File: src/pkg/mawf_consts.svh
/*
 * offsets, field positions, reset values and widths of the monitor
 * alarm and warning flag bank.
 * assumes: included by bare name from package and design files.
 */
`ifndef MAWF_CONSTS_SVH
`define MAWF_CONSTS_SVH
`define MAWF_ADDR_W 8
`define MAWF_DATA_W 8
`define MAWF_MEAS_W 16
`define MAWF_OFS_FAST_ALARM 8'h73
`define MAWF_OFS_WARN_MAIN 8'h74
`define MAWF_OFS_WARN_AUX 8'h75
`define MAWF_OFS_RSVD_FIRST 8'h76
`define MAWF_OFS_RSVD_LAST 8'h7A
`define MAWF_RST_FAST_ALARM 8'h00
`define MAWF_RST_WARN_MAIN 8'h10
`define MAWF_RST_WARN_AUX 8'h00
`define MAWF_RSVD_VALUE 8'h00
`define MAWF_BIT_M3_FAST_HI 7
`define MAWF_BIT_M3_FAST_LO 6
`define MAWF_BIT_BIAS_CEIL 3
`define MAWF_BIT_TEMPERATURE_HIGH_FLAG 7
`define MAWF_BIT_TEMPERATURE_LOW_FLAG 6
`define MAWF_BIT_SUP_HI 5
`define MAWF_BIT_SUP_LO 4
`define MAWF_BIT_M1_HI 3
`define MAWF_BIT_M1_LO 2
`define MAWF_BIT_M2_HI 1
`define MAWF_BIT_M2_LO 0
`define MAWF_BIT_M3_HI 7
`define MAWF_BIT_M3_LO 6
`define MAWF_BIT_M4_HI 5
`define MAWF_BIT_M4_LO 4
`define MAWF_SYNC_STAGES 3
`endif

File: src/pkg/mawf_pkg.sv
/*
 * types of the monitor alarm and warning flag bank.
 * assumes: mawf_consts.svh is on the include path.
 */
`include "mawf_consts.svh"
package mawf_pkg;
    typedef logic [`MAWF_DATA_W-1:0] mawf_byte_t;
    typedef logic [`MAWF_MEAS_W-1:0] mawf_meas_t;
    // one warning channel: high flag and low flag
    typedef struct packed {
        logic high;
        logic low;
    } mawf_pair_t;
endpackage

File: src/core/mawf_window_cmp.sv
/*
 * one warning channel: compares a completed measurement against a high
 * and a low threshold and holds both flags until the next completion, except that force_low sets the low flag in any cycle.
 * assumes: inputs on the same clock; done is a one-cycle pulse.
 */
`timescale 1ns/1ps
`include "mawf_consts.svh"
module mawf_window_cmp #(
    parameter logic RST_LOW = 1'b0
) (
    input wire logic clk,
    input wire logic sys_rst,
    input wire mawf_pkg::mawf_meas_t meas,
    input wire mawf_pkg::mawf_meas_t thr_high,
    input wire mawf_pkg::mawf_meas_t thr_low,
    input wire logic done,
    input wire logic force_low,
    output mawf_pkg::mawf_pair_t flags
);
    typedef struct packed {
        mawf_pkg::mawf_pair_t pair;
    } mawf_cmp_state_t;

    mawf_cmp_state_t st_q;
    mawf_cmp_state_t st_d;

    always_comb begin
        st_d = st_q;
        if (done) begin
            st_d.pair.high = meas > thr_high;
            st_d.pair.low = meas < thr_low;
        end
        if (force_low) begin
            st_d.pair.low = 1'b1;
        end
    end

    always_ff @(posedge clk or posedge sys_rst) begin
        if (sys_rst) begin
            st_q <= '{pair: '{high: 1'b0, low: RST_LOW}};
        end else begin
            st_q <= st_d;
        end
    end

    assign flags = st_q.pair;

    a_high_follows: assert property (
        @(posedge clk) disable iff (sys_rst)
        done |=> flags.high == ($past(meas) > $past(thr_high)))
        else $error("high warning does not track measurement");
endmodule

File: src/core/mawf_flag_bank.sv
/*
 * monitor alarm and warning flag bank: fast alarms, bias ceiling alarm
 * and the two warning registers, read through the serial memory map.
 * assumes: measurement engine supplies values with one-cycle done
 * pulses on clk; serial slave gives a same-clock read address and a
 * write strobe; the supply trip comparator is an asynchronous pin.
 */
`timescale 1ns/1ps
`include "mawf_consts.svh"
// Overview of operation
// - the monitor-three fast high alarm follows the latest fast comparison being above threshold and ignores transmit disable.
// - the monitor-three fast low alarm follows the latest fast comparison being below threshold and ignores transmit disable.
// - the bias ceiling alarm is high while requested bias exceeds the ceiling limit and is cleared by transmit disable.
// - high warnings for temperature, supply, monitor one and two set when the last measurement is above the high threshold.
// - low warnings for the same four channels set when the last measurement is below the low threshold.
// - the supply low warning powers up set, is held set below the trip point, and clears on a measurement above the low threshold.
// - the auxiliary warning register holds monitor three and four warnings in bits 7 to 4 with bits 3 to 0 zero.
// - addresses 76h to 7Ah read 00h and ignore writes.
module mawf_flag_bank (
    input wire logic clk,
    input wire logic sys_rst,
    input wire logic [`MAWF_ADDR_W-1:0] rd_addr,
    output mawf_pkg::mawf_byte_t rd_data,
    output logic rd_hit,
    input wire logic wr_en,
    input wire logic [`MAWF_ADDR_W-1:0] wr_addr,
    input wire mawf_pkg::mawf_byte_t wr_data,
    input wire logic fast_cmp_done,
    input wire logic fast_above,
    input wire logic fast_below,
    input wire logic [8:0] bias_request,
    input wire logic [8:0] bias_ceiling_limit,
    input wire logic tx_disable_event,
    input wire logic power_on_analog_trip,
    input wire mawf_pkg::mawf_meas_t meas_value [6],
    input wire mawf_pkg::mawf_meas_t thr_high [6],
    input wire mawf_pkg::mawf_meas_t thr_low [6],
    input wire logic [5:0] meas_done
);
    typedef struct packed {
        logic m3_fast_hi;
        logic m3_fast_lo;
        logic bias_ceil;
        logic [2:0] trip_sync;
        logic below_trip;
        mawf_pkg::mawf_byte_t rd_data;
        logic rd_hit;
    } mawf_state_t;

    mawf_state_t st_q;
    mawf_state_t st_d;
    mawf_pkg::mawf_pair_t chan [6];
    mawf_pkg::mawf_byte_t fast_alarm_status;
    mawf_pkg::mawf_byte_t warning_status_main;
    mawf_pkg::mawf_byte_t warning_status_aux;

    // channels: 0 temperature, 1 supply, 2..5 monitor one..four
    genvar gi;
    generate
        for (gi = 0; gi < 6; gi++) begin : g_chan
            mawf_window_cmp #(
                .RST_LOW((gi == 1) ? 1'b1 : 1'b0)
            ) u_cmp (
                .clk(clk),
                .sys_rst(sys_rst),
                .meas(meas_value[gi]),
                .thr_high(thr_high[gi]),
                .thr_low(thr_low[gi]),
                .done(meas_done[gi]),
                .force_low((gi == 1) ? st_q.below_trip : 1'b0),
                .flags(chan[gi])
            );
        end
    endgenerate

    always_comb begin
        fast_alarm_status = `MAWF_RST_FAST_ALARM;
        fast_alarm_status[`MAWF_BIT_M3_FAST_HI] = st_q.m3_fast_hi;
        fast_alarm_status[`MAWF_BIT_M3_FAST_LO] = st_q.m3_fast_lo;
        fast_alarm_status[`MAWF_BIT_BIAS_CEIL] = st_q.bias_ceil;
        warning_status_main = {chan[0].high, chan[0].low,
                               chan[1].high, chan[1].low,
                               chan[2].high, chan[2].low,
                               chan[3].high, chan[3].low};
        warning_status_aux = `MAWF_RST_WARN_AUX;
        warning_status_aux[`MAWF_BIT_M3_HI] = chan[4].high;
        warning_status_aux[`MAWF_BIT_M3_LO] = chan[4].low;
        warning_status_aux[`MAWF_BIT_M4_HI] = chan[5].high;
        warning_status_aux[`MAWF_BIT_M4_LO] = chan[5].low;
    end

    always_comb begin
        st_d = st_q;
        // trip pin: three stages, change accepted when last two agree
        st_d.trip_sync = {st_q.trip_sync[1:0], power_on_analog_trip};
        if (st_q.trip_sync[2] == st_q.trip_sync[1]) begin
            st_d.below_trip = st_q.trip_sync[2];
        end
        if (fast_cmp_done) begin
            st_d.m3_fast_hi = fast_above;
            st_d.m3_fast_lo = fast_below;
        end
        // transmit disable clears only the bias ceiling alarm
        if (tx_disable_event) begin
            st_d.bias_ceil = 1'b0;
        end else begin
            st_d.bias_ceil = bias_request > bias_ceiling_limit;
        end
        // writes are never decoded: flags stay comparison-owned
        st_d.rd_hit = 1'b1;
        unique case (rd_addr)
            `MAWF_OFS_FAST_ALARM: st_d.rd_data = fast_alarm_status;
            `MAWF_OFS_WARN_MAIN: st_d.rd_data = warning_status_main;
            `MAWF_OFS_WARN_AUX: st_d.rd_data = warning_status_aux;
            default: begin
                st_d.rd_data = `MAWF_RSVD_VALUE;
                st_d.rd_hit = (rd_addr >= `MAWF_OFS_RSVD_FIRST) &&
                              (rd_addr <= `MAWF_OFS_RSVD_LAST);
            end
        endcase
    end

    always_ff @(posedge clk or posedge sys_rst) begin
        if (sys_rst) begin
            st_q <= '{m3_fast_hi: 1'b0, m3_fast_lo: 1'b0, bias_ceil: 1'b0,
                      trip_sync: 3'h0, below_trip: 1'b0,
                      rd_data: 8'h00, rd_hit: 1'b0};
        end else begin
            st_q <= st_d;
        end
    end

    assign rd_data = st_q.rd_data;
    assign rd_hit = st_q.rd_hit;

    a_fast_hi_follow: assert property (
        @(posedge clk) disable iff (sys_rst)
        fast_cmp_done |=> st_q.m3_fast_hi == $past(fast_above))
        else $error("fast high alarm does not follow comparison");
    a_fast_lo_hold: assert property (
        @(posedge clk) disable iff (sys_rst)
        (!fast_cmp_done && tx_disable_event) |=> $stable(st_q.m3_fast_lo))
        else $error("fast low alarm changed on transmit disable");
    a_bias_ceil_set: assert property (
        @(posedge clk) disable iff (sys_rst)
        (!tx_disable_event && bias_request > bias_ceiling_limit)
        |=> fast_alarm_status[3])
        else $error("bias ceiling alarm missing");
    a_bias_txd_clear: assert property (
        @(posedge clk) disable iff (sys_rst)
        tx_disable_event |=> !fast_alarm_status[3])
        else $error("bias ceiling alarm not cleared");
    a_low_warn_track: assert property (
        @(posedge clk) disable iff (sys_rst)
        meas_done[0] |=> chan[0].low == ($past(meas_value[0]) <
                                         $past(thr_low[0])))
        else $error("temperature low warning wrong");
    a_supply_trip: assert property (
        @(posedge clk) disable iff (sys_rst)
        st_q.below_trip |=> warning_status_main[4])
        else $error("supply low warning clear below trip");
    a_aux_rsvd_zero: assert property (
        @(posedge clk) disable iff (sys_rst)
        (rd_addr == 8'h75) |=> rd_data[3:0] == 4'h0)
        else $error("aux reserved bits nonzero");
    a_rsvd_read: assert property (
        @(posedge clk) disable iff (sys_rst)
        (rd_addr >= 8'h76 && rd_addr <= 8'h7A) |=> rd_data == 8'h00 && rd_hit)
        else $error("reserved range read nonzero");
    a_write_ignored: assert property (
        @(posedge clk) disable iff (sys_rst)
        (wr_en && !fast_cmp_done && !meas_done[0]) |=> $stable(st_q.m3_fast_hi)
        && $stable(chan[0]))
        else $error("host write altered a flag");

    a_fast_lo_follow: assert property (
        @(posedge clk) disable iff (sys_rst)
        fast_cmp_done |=> st_q.m3_fast_lo == $past(fast_below))
        else $error("fast low alarm does not follow comparison");
    a_fast_hi_hold: assert property (
        @(posedge clk) disable iff (sys_rst)
        (!fast_cmp_done && tx_disable_event) |=> $stable(st_q.m3_fast_hi))
        else $error("fast high alarm changed on transmit disable");
    a_fast_hi_idle: assert property (
        @(posedge clk) disable iff (sys_rst)
        !fast_cmp_done |=> $stable(st_q.m3_fast_hi))
        else $error("fast high alarm moved without comparison");
    a_fast_lo_idle: assert property (
        @(posedge clk) disable iff (sys_rst)
        !fast_cmp_done |=> $stable(st_q.m3_fast_lo))
        else $error("fast low alarm moved without comparison");
    a_bias_ceil_low: assert property (
        @(posedge clk) disable iff (sys_rst)
        (bias_request <= bias_ceiling_limit) |=> !st_q.bias_ceil)
        else $error("bias ceiling alarm set at or under limit");
    a_bias_follow: assert property (
        @(posedge clk) disable iff (sys_rst)
        !tx_disable_event |=> st_q.bias_ceil ==
            ($past(bias_request) > $past(bias_ceiling_limit)))
        else $error("bias ceiling alarm does not follow request");
    a_fast_rsvd_zero: assert property (
        @(posedge clk) disable iff (sys_rst)
        fast_alarm_status[5:4] == 2'h0 && fast_alarm_status[2:0] == 3'h0)
        else $error("fast alarm reserved bits nonzero");
    a_temp_high: assert property (
        @(posedge clk) disable iff (sys_rst)
        meas_done[0] |=> chan[0].high == ($past(meas_value[0]) >
            $past(thr_high[0])))
        else $error("temperature high warning wrong");
    a_supply_high: assert property (
        @(posedge clk) disable iff (sys_rst)
        meas_done[1] |=> chan[1].high == ($past(meas_value[1]) >
            $past(thr_high[1])))
        else $error("supply high warning wrong");
    a_monitor_input_one_high: assert property (
        @(posedge clk) disable iff (sys_rst)
        meas_done[2] |=> chan[2].high == ($past(meas_value[2]) >
            $past(thr_high[2])))
        else $error("monitor one high warning wrong");
    a_monitor_input_two_high: assert property (
        @(posedge clk) disable iff (sys_rst)
        meas_done[3] |=> chan[3].high == ($past(meas_value[3]) >
            $past(thr_high[3])))
        else $error("monitor two high warning wrong");
    a_monitor_input_three_high: assert property (
        @(posedge clk) disable iff (sys_rst)
        meas_done[4] |=> chan[4].high == ($past(meas_value[4]) >
            $past(thr_high[4])))
        else $error("monitor three high warning wrong");
    a_monitor_input_four_high: assert property (
        @(posedge clk) disable iff (sys_rst)
        meas_done[5] |=> chan[5].high == ($past(meas_value[5]) >
            $past(thr_high[5])))
        else $error("monitor four high warning wrong");
    a_supply_low: assert property (
        @(posedge clk) disable iff (sys_rst)
        (meas_done[1] && !st_q.below_trip) |=> chan[1].low ==
            ($past(meas_value[1]) < $past(thr_low[1])))
        else $error("supply low warning wrong");
    a_monitor_input_one_low: assert property (
        @(posedge clk) disable iff (sys_rst)
        meas_done[2] |=> chan[2].low == ($past(meas_value[2]) <
            $past(thr_low[2])))
        else $error("monitor one low warning wrong");
    a_monitor_input_two_low: assert property (
        @(posedge clk) disable iff (sys_rst)
        meas_done[3] |=> chan[3].low == ($past(meas_value[3]) <
            $past(thr_low[3])))
        else $error("monitor two low warning wrong");
    a_monitor_input_three_low: assert property (
        @(posedge clk) disable iff (sys_rst)
        meas_done[4] |=> chan[4].low == ($past(meas_value[4]) <
            $past(thr_low[4])))
        else $error("monitor three low warning wrong");
    a_monitor_input_four_low: assert property (
        @(posedge clk) disable iff (sys_rst)
        meas_done[5] |=> chan[5].low == ($past(meas_value[5]) <
            $past(thr_low[5])))
        else $error("monitor four low warning wrong");
    a_temperature_high_flag_keep: assert property (
        @(posedge clk) disable iff (sys_rst)
        !meas_done[0] |=> $stable(chan[0].high))
        else $error("temperature high warning moved");
    a_supply_hi_keep: assert property (
        @(posedge clk) disable iff (sys_rst)
        !meas_done[1] |=> $stable(chan[1].high))
        else $error("supply high warning moved");
    a_monitor_input_one_hi_keep: assert property (
        @(posedge clk) disable iff (sys_rst)
        !meas_done[2] |=> $stable(chan[2].high))
        else $error("monitor one high warning moved");
    a_monitor_input_two_hi_keep: assert property (
        @(posedge clk) disable iff (sys_rst)
        !meas_done[3] |=> $stable(chan[3].high))
        else $error("monitor two high warning moved");
    a_monitor_input_three_hi_keep: assert property (
        @(posedge clk) disable iff (sys_rst)
        !meas_done[4] |=> $stable(chan[4].high))
        else $error("monitor three high warning moved");
    a_monitor_input_four_hi_keep: assert property (
        @(posedge clk) disable iff (sys_rst)
        !meas_done[5] |=> $stable(chan[5].high))
        else $error("monitor four high warning moved");
    a_read_fast: assert property (
        @(posedge clk) disable iff (sys_rst)
        (rd_addr == 8'h73) |=> rd_data == $past(fast_alarm_status))
        else $error("fast alarm read wrong");
    a_read_main: assert property (
        @(posedge clk) disable iff (sys_rst)
        (rd_addr == 8'h74) |=> rd_data == $past(warning_status_main))
        else $error("main warning read wrong");
    a_read_aux: assert property (
        @(posedge clk) disable iff (sys_rst)
        (rd_addr == 8'h75) |=> rd_data == $past(warning_status_aux))
        else $error("aux warning read wrong");
    a_unmapped_miss: assert property (
        @(posedge clk) disable iff (sys_rst)
        (rd_addr < 8'h73 || rd_addr > 8'h7A) |=> !rd_hit && rd_data == 8'h00)
        else $error("unmapped read not empty");
    a_mapped_hit: assert property (
        @(posedge clk) disable iff (sys_rst)
        (rd_addr >= 8'h73 && rd_addr <= 8'h75) |=> rd_hit)
        else $error("flag register read missed");
    a_write_aux_kept: assert property (
        @(posedge clk) disable iff (sys_rst)
        (wr_en && meas_done == 6'h00) |=> $stable(warning_status_aux))
        else $error("host write altered aux warnings");
    a_write_main_kept: assert property (
        @(posedge clk) disable iff (sys_rst)
        (wr_en && meas_done == 6'h00 && !st_q.below_trip)
        |=> $stable(warning_status_main))
        else $error("host write altered main warnings");
    a_write_fast_kept: assert property (
        @(posedge clk) disable iff (sys_rst)
        (wr_en && !fast_cmp_done) |=> $stable(st_q.m3_fast_lo))
        else $error("host write altered fast low alarm");
    a_trip_agree: assert property (
        @(posedge clk) disable iff (sys_rst)
        (st_q.trip_sync[2] == st_q.trip_sync[1])
        |=> st_q.below_trip == $past(st_q.trip_sync[2]))
        else $error("trip level not taken on agreement");
    a_trip_hold: assert property (
        @(posedge clk) disable iff (sys_rst)
        (st_q.trip_sync[2] != st_q.trip_sync[1]) |=> $stable(st_q.below_trip))
        else $error("trip level taken without agreement");
endmodule

File: config.mk
export PLATFORM = sky130hd
export DESIGN_NAME = mawf_flag_bank
export DESIGN_NICKNAME = d
export VERILOG_FILES = /design/src/pkg/mawf_pkg.sv /design/src/core/mawf_window_cmp.sv /design/src/core/mawf_flag_bank.sv
export VERILOG_INCLUDE_DIRS = /design/src /design/src/pkg
export SDC_FILE = /design/constraint.sdc
export NUM_CORES = 1
export LEC_CHECK = 0
export BUFFER_PORTS_ARGS = -buffer_cell sky130_fd_sc_hd__buf_4
export CAP_MARGIN = 20
export CORE_UTILIZATION = 25
export CTS_CLUSTER_DIAMETER = 150
export DETAILED_ROUTE_END_ITERATION = 16
export PLACE_DENSITY_LB_ADDON = 0.1
export SETUP_SLACK_MARGIN = 0.2
export SYNTH_ARGS = -nofsm -noshare
export SYNTH_HDL_FRONTEND = slang
export SYNTH_HIERARCHICAL = 1
export SYNTH_SLANG_ARGS = --single-unit
File: constraint.sdc
create_clock -name clk -period 1.3 [get_ports clk]
set_clock_uncertainty 0.1 [all_clocks]
set_input_delay 0 -clock clk [delete_from_list [all_inputs] [get_ports clk]]
set_output_delay 0 -clock clk [all_outputs]
set_load 0.05 [all_outputs]
==> flow_results.org <==
** Power
- Internal power comes to 3.37 mW.
- Of the total power, registers draw approximately a fifth.
- Across the VDD grid, the largest voltage drop is 0.444 mV.
- Of the total power, combinational logic draws 62.4%.
- Leakage power :: between 5 and 6 nW
- Relative contribution of the clock network to total power :: between 10% and 20%
- For this design the total switching power over the nets is approximately 1.7 mW.
- Switching part of the total power :: between 30% and 40%
- Areal power density over the cells :: ~450 nW/um2
- Summing internal, switching and leakage power gives 5.10 mW.

** Floorplan
- Cell row count :: between 50 and 60
- The die is 158 um wide.
- Chip Height :: between 150 and 200 um
- Floorplan Core Area :: roughly 24,000 um2
- For this configuration, the core starts out at a cell density of between 20% and 30%.
- Number of primary I/O pins :: around 350
- DIE AREA :: 25,000 um2

** Global route
- The first global-routing pass estimated approximately 32,000 um of wire.
- The number of antenna violations at the first check in global routing is 0.
- Global routing consumed, over all layers together, between 10% and 20% of the routing resources.
- Vias in the first global route :: 6,930
- Entering global routing, the biggest net connects 17 pins.
- Total global routing overflow :: 0

** Layout
- In the final design database the tool counted 1,756 nets.
- Highest-count cells in the layout ignoring fill and taps :: sky130_fd_sc_hd__buf_4, sky130_fd_sc_hd__inv_1, sky130_fd_sc_hd__ha_1
- The number of antenna diodes in the final layout is 0.
- Footprint of the multi-input gates :: roughly 5800 um2
- Filler cell count in the final layout :: about 2,400
- In the final layout, flip-flops and latches occupy around 700 um2.
- Post-route insts no fill :: around 1,500
- From synthesis to final layout, the design area changed by 87.6%.
- Post-route cell area :: 11,400 um2
- Proportion of layout cells with a drive suffix above 1 :: a little over half
- Leaving out fill and tap cells, the most frequent cell in the layout is sky130_fd_sc_hd__buf_4.

** Routing
- The count of nets left with antenna violations once routing finished came out at 0.
- Average vias per placed instance :: 4.41
- DR pass1 iterations :: 4
- Number of design rule violations left after detail routing :: 0
- The routed design has ~21,000 um of wire.
- After detailed routing, the average wire length per cell comes to approximately 14 um.
- Summing over every cut layer, the via total after detailed routing is approximately 6,800.
- Initial drt markers :: 111

** Placed design
- At the placement stage, the worst setup path has a slack of -0.238 ns.
- Dpl cell area :: approximately 10000 um2
- Number of buffer cells added on primary ports :: 335
- Placed insts :: between 1,500 and 2,000
- Last weighted congestion value of the routability-driven placer :: 0.803
- Sum of net half-perimeters after detailed placement :: 18,900 um

** Outcome
- The flow ran to the end, but the final reports show violations.
- Violations in the final reports :: hold timing

** Synthesis
- YS warnings :: 6
- Sequential area share after synthesis :: 11.5%
- Number of distinct library cell variants in the gate-level netlist after synthesis :: 39
- Counting flops with an async set or reset pin after synthesis yields a share of 100%.
- In the synthesized netlist, the number of instances is 790.
- Number of flops mapped to enable cells by yosys :: 0
- Averaged over all synthesized cells, the footprint is ~7.7 um2.
- Counting flops and latches in the post-synthesis netlist gives 28.
- After synthesis the cells add up to slightly above 6000 um2.
- In the synthesized netlist the dominant register cell turns out to be sky130_fd_sc_hd__dfrtp_1.

** Clocking
- Clock transition at the registers of the reported paths :: ~0.08 ns
- Insertion delay of the later-clocked pin in the worst-skew pair :: 0.26 ns
- Clock root buffer :: sky130_fd_sc_hd__clkbuf_16
- Clock tree from TritonCTS :: built
- Number of sinks on the clock net :: 28
- Clock buffers created by TritonCTS :: 3
- CTS built an H-tree with a depth of 1.
- Worst-case clock buffer depth :: 2

** Min path
- The min-delay analysis places its worst path in the category input pin to register.
- Worst Min Path Start :: meas_value[95]
- The worst hold path passes through 3 cells.

** Worst setup path
- STA classifies the critical path startpoint as an input pin.
- The largest single stage delay on the critical path is about 0.3 ns.
- Buf+Inv Stages, Crit Path :: 3
- Crit path depth :: 8
- Kind of cell with the highest combined delay on the critical path :: compound AO/OA/AOI/OAI gates
- The critical path goes through buf_6, inv_4, ha_4, a211o_1, o221ai_2, a2111oi_4, buf_4, o41ai_2.
- Reg2Reg Launch Point :: g_chan[4].u_cmp/flags[1]
- STA classifies the critical path endpoint as a register.
- Master of the slowest instance on the critical path :: sky130_fd_sc_hd__a211o_1
- The critical path starts at thr_low[34].
- The setup path with the least slack is of type input pin to register.
- Number of cells on the worst reg-to-reg path :: 3
- In this run the worst path has a maximum fanout of 2.
- Arr. time, crit path :: 1.28 ns
- Required arrival time at the worst endpoint :: 1.37 ns

** STA
- Number of failing setup endpoints in the final timing report :: 0
- The max-slew violation total from the final report came to 0.
- After layout, the minimum clock period comes to around 1.2 ns.
- Max Clk Rate :: between 800 and 900 MHz
- Once routing completed, OpenROAD measured the worst setup slack at 0.0882 ns.
- Worst hold slack :: -0.0385 ns
- The final count of hold timing violations is 3.
- After layout, the worst path uses approximately 93% of the clock period.
- Unrepaired setup endpoints after global routing :: true

** Flow run
- The tool flagged a number of max-cap violations equal to 0.
## worst paths after layout
| path | endpoint | slack [ns] |
|---|---|---|
| worst min-delay path | g_chan[0].u_cmp/flags[0] | -0.04 |
| max in group asynchronous | fast_alarm_status[3] | 0.48 |
| worst max-delay path | g_chan[3].u_cmp/flags[0] | 0.09 |
| worst min register to register | st_d[12] | 0.26 |
| min in group asynchronous | g_chan[0].u_cmp/flags[0] | 0.12 |
| worst max register to register | rd_data[7] | 0.29 |
## layout make-up
class / count / share of cell area, %
multi-input cells: 549 / 51.0
repair buffers: 427 / 31.0
inverters: 208 / 7.43
flip-flops and latches: 28 / 6.13
well taps: 319 / 3.49
clock buffers: 3 / 0.656
clock inverters: 1 / 0.262
## power groups by stage
stage	registers [mW]	clock network [mW]	logic, mW
floorplan	0.971	0	1.23
global placement	0.998	0	2.58
detailed placement	0.998	0	2.60
CTS	0.981	0.984	2.85
global route	0.985	1.02	3.59
finish	0.976	0.940	3.18
## worst register-to-register path, stage by stage, from the launching register on
cell,delay (ns)
sky130_fd_sc_hd__dfrtp_1,0.39
sky130_fd_sc_hd__a22o_1,0.23
sky130_fd_sc_hd__a22oi_2,0.12
sky130_fd_sc_hd__nor2_1,0.06
## cells in the mapped netlist, types with 7 or more instances
master | n | area [um2]
sky130_fd_sc_hd__o21ai_0 | 25 | 125
sky130_fd_sc_hd__a21o_1 | 7 | 52.6
sky130_fd_sc_hd__nand2_1 | 50 | 188
sky130_fd_sc_hd__nand4_1 | 24 | 150
sky130_fd_sc_hd__a21oi_1 | 75 | 375
sky130_fd_sc_hd__buf_4 | 8 | 60.1
sky130_fd_sc_hd__nor4_1 | 7 | 43.8
sky130_fd_sc_hd__nor2_1 | 43 | 161
sky130_fd_sc_hd__dfrtp_1 | 27 | 676
sky130_fd_sc_hd__nand3_1 | 7 | 35.0
sky130_fd_sc_hd__nor2b_1 | 20 | 125
sky130_fd_sc_hd__a211oi_1 | 8 | 60.1
sky130_fd_sc_hd__inv_1 | 208 | 781
sky130_fd_sc_hd__nor3_1 | 9 | 45.0
sky130_fd_sc_hd__ha_1 | 195 | 2440
sky130_fd_sc_hd__and3_1 | 15 | 93.8
## metal layers
metal	vias up	part of all wire (%)	wire length, um	GRT usage, %
met4	0	1.0	214	1.97
met3	14	7.2	1530	3.70
met1	3002	40	8480	18.6
met2	191	52	11100	30.8
li1	3556	-	-	-
met5	-	0	0	0
## state kept, by name (all words and copies together) (netlist names)
signal              count
fast_alarm_status       3
st_q                    2
st_d                    2
rd_data                 8
g_chan.u_cmp/flags     12
rd_hit                  1
## timing repair
action	CTS	global route
endpoints found under the hold margin	53	11
pin swaps	56	96
hold buffers	20	7
gates resized for setup	88	180
buffers inserted	3	1
setup endpoints to repair	10	21
## per-stage QoR
stage,utilization [%],hold WS (ns),setup TNS (ns)
after global placement,41.4,-0.148,-1.75
after floorplan,-,-0.360,0
after CTS,44.6,-0.0345,0
final,48.3,-0.0385,0
after global routing,48.3,-0.0374,0
after detailed placement,41.4,-0.146,-1.80
## cell families after synthesis
group,synth area share [%]
AOI/OAI and AO/OA,18.9
xor gates and xnor gates,0.144
adders and majority gates,40.2
buffers and inverters,13.9
DFF,11.5
muxes,0.697
other,0.0615
and+or+nand+nor,14.7
No activity file was read; power rests on OpenSTA's default activity.
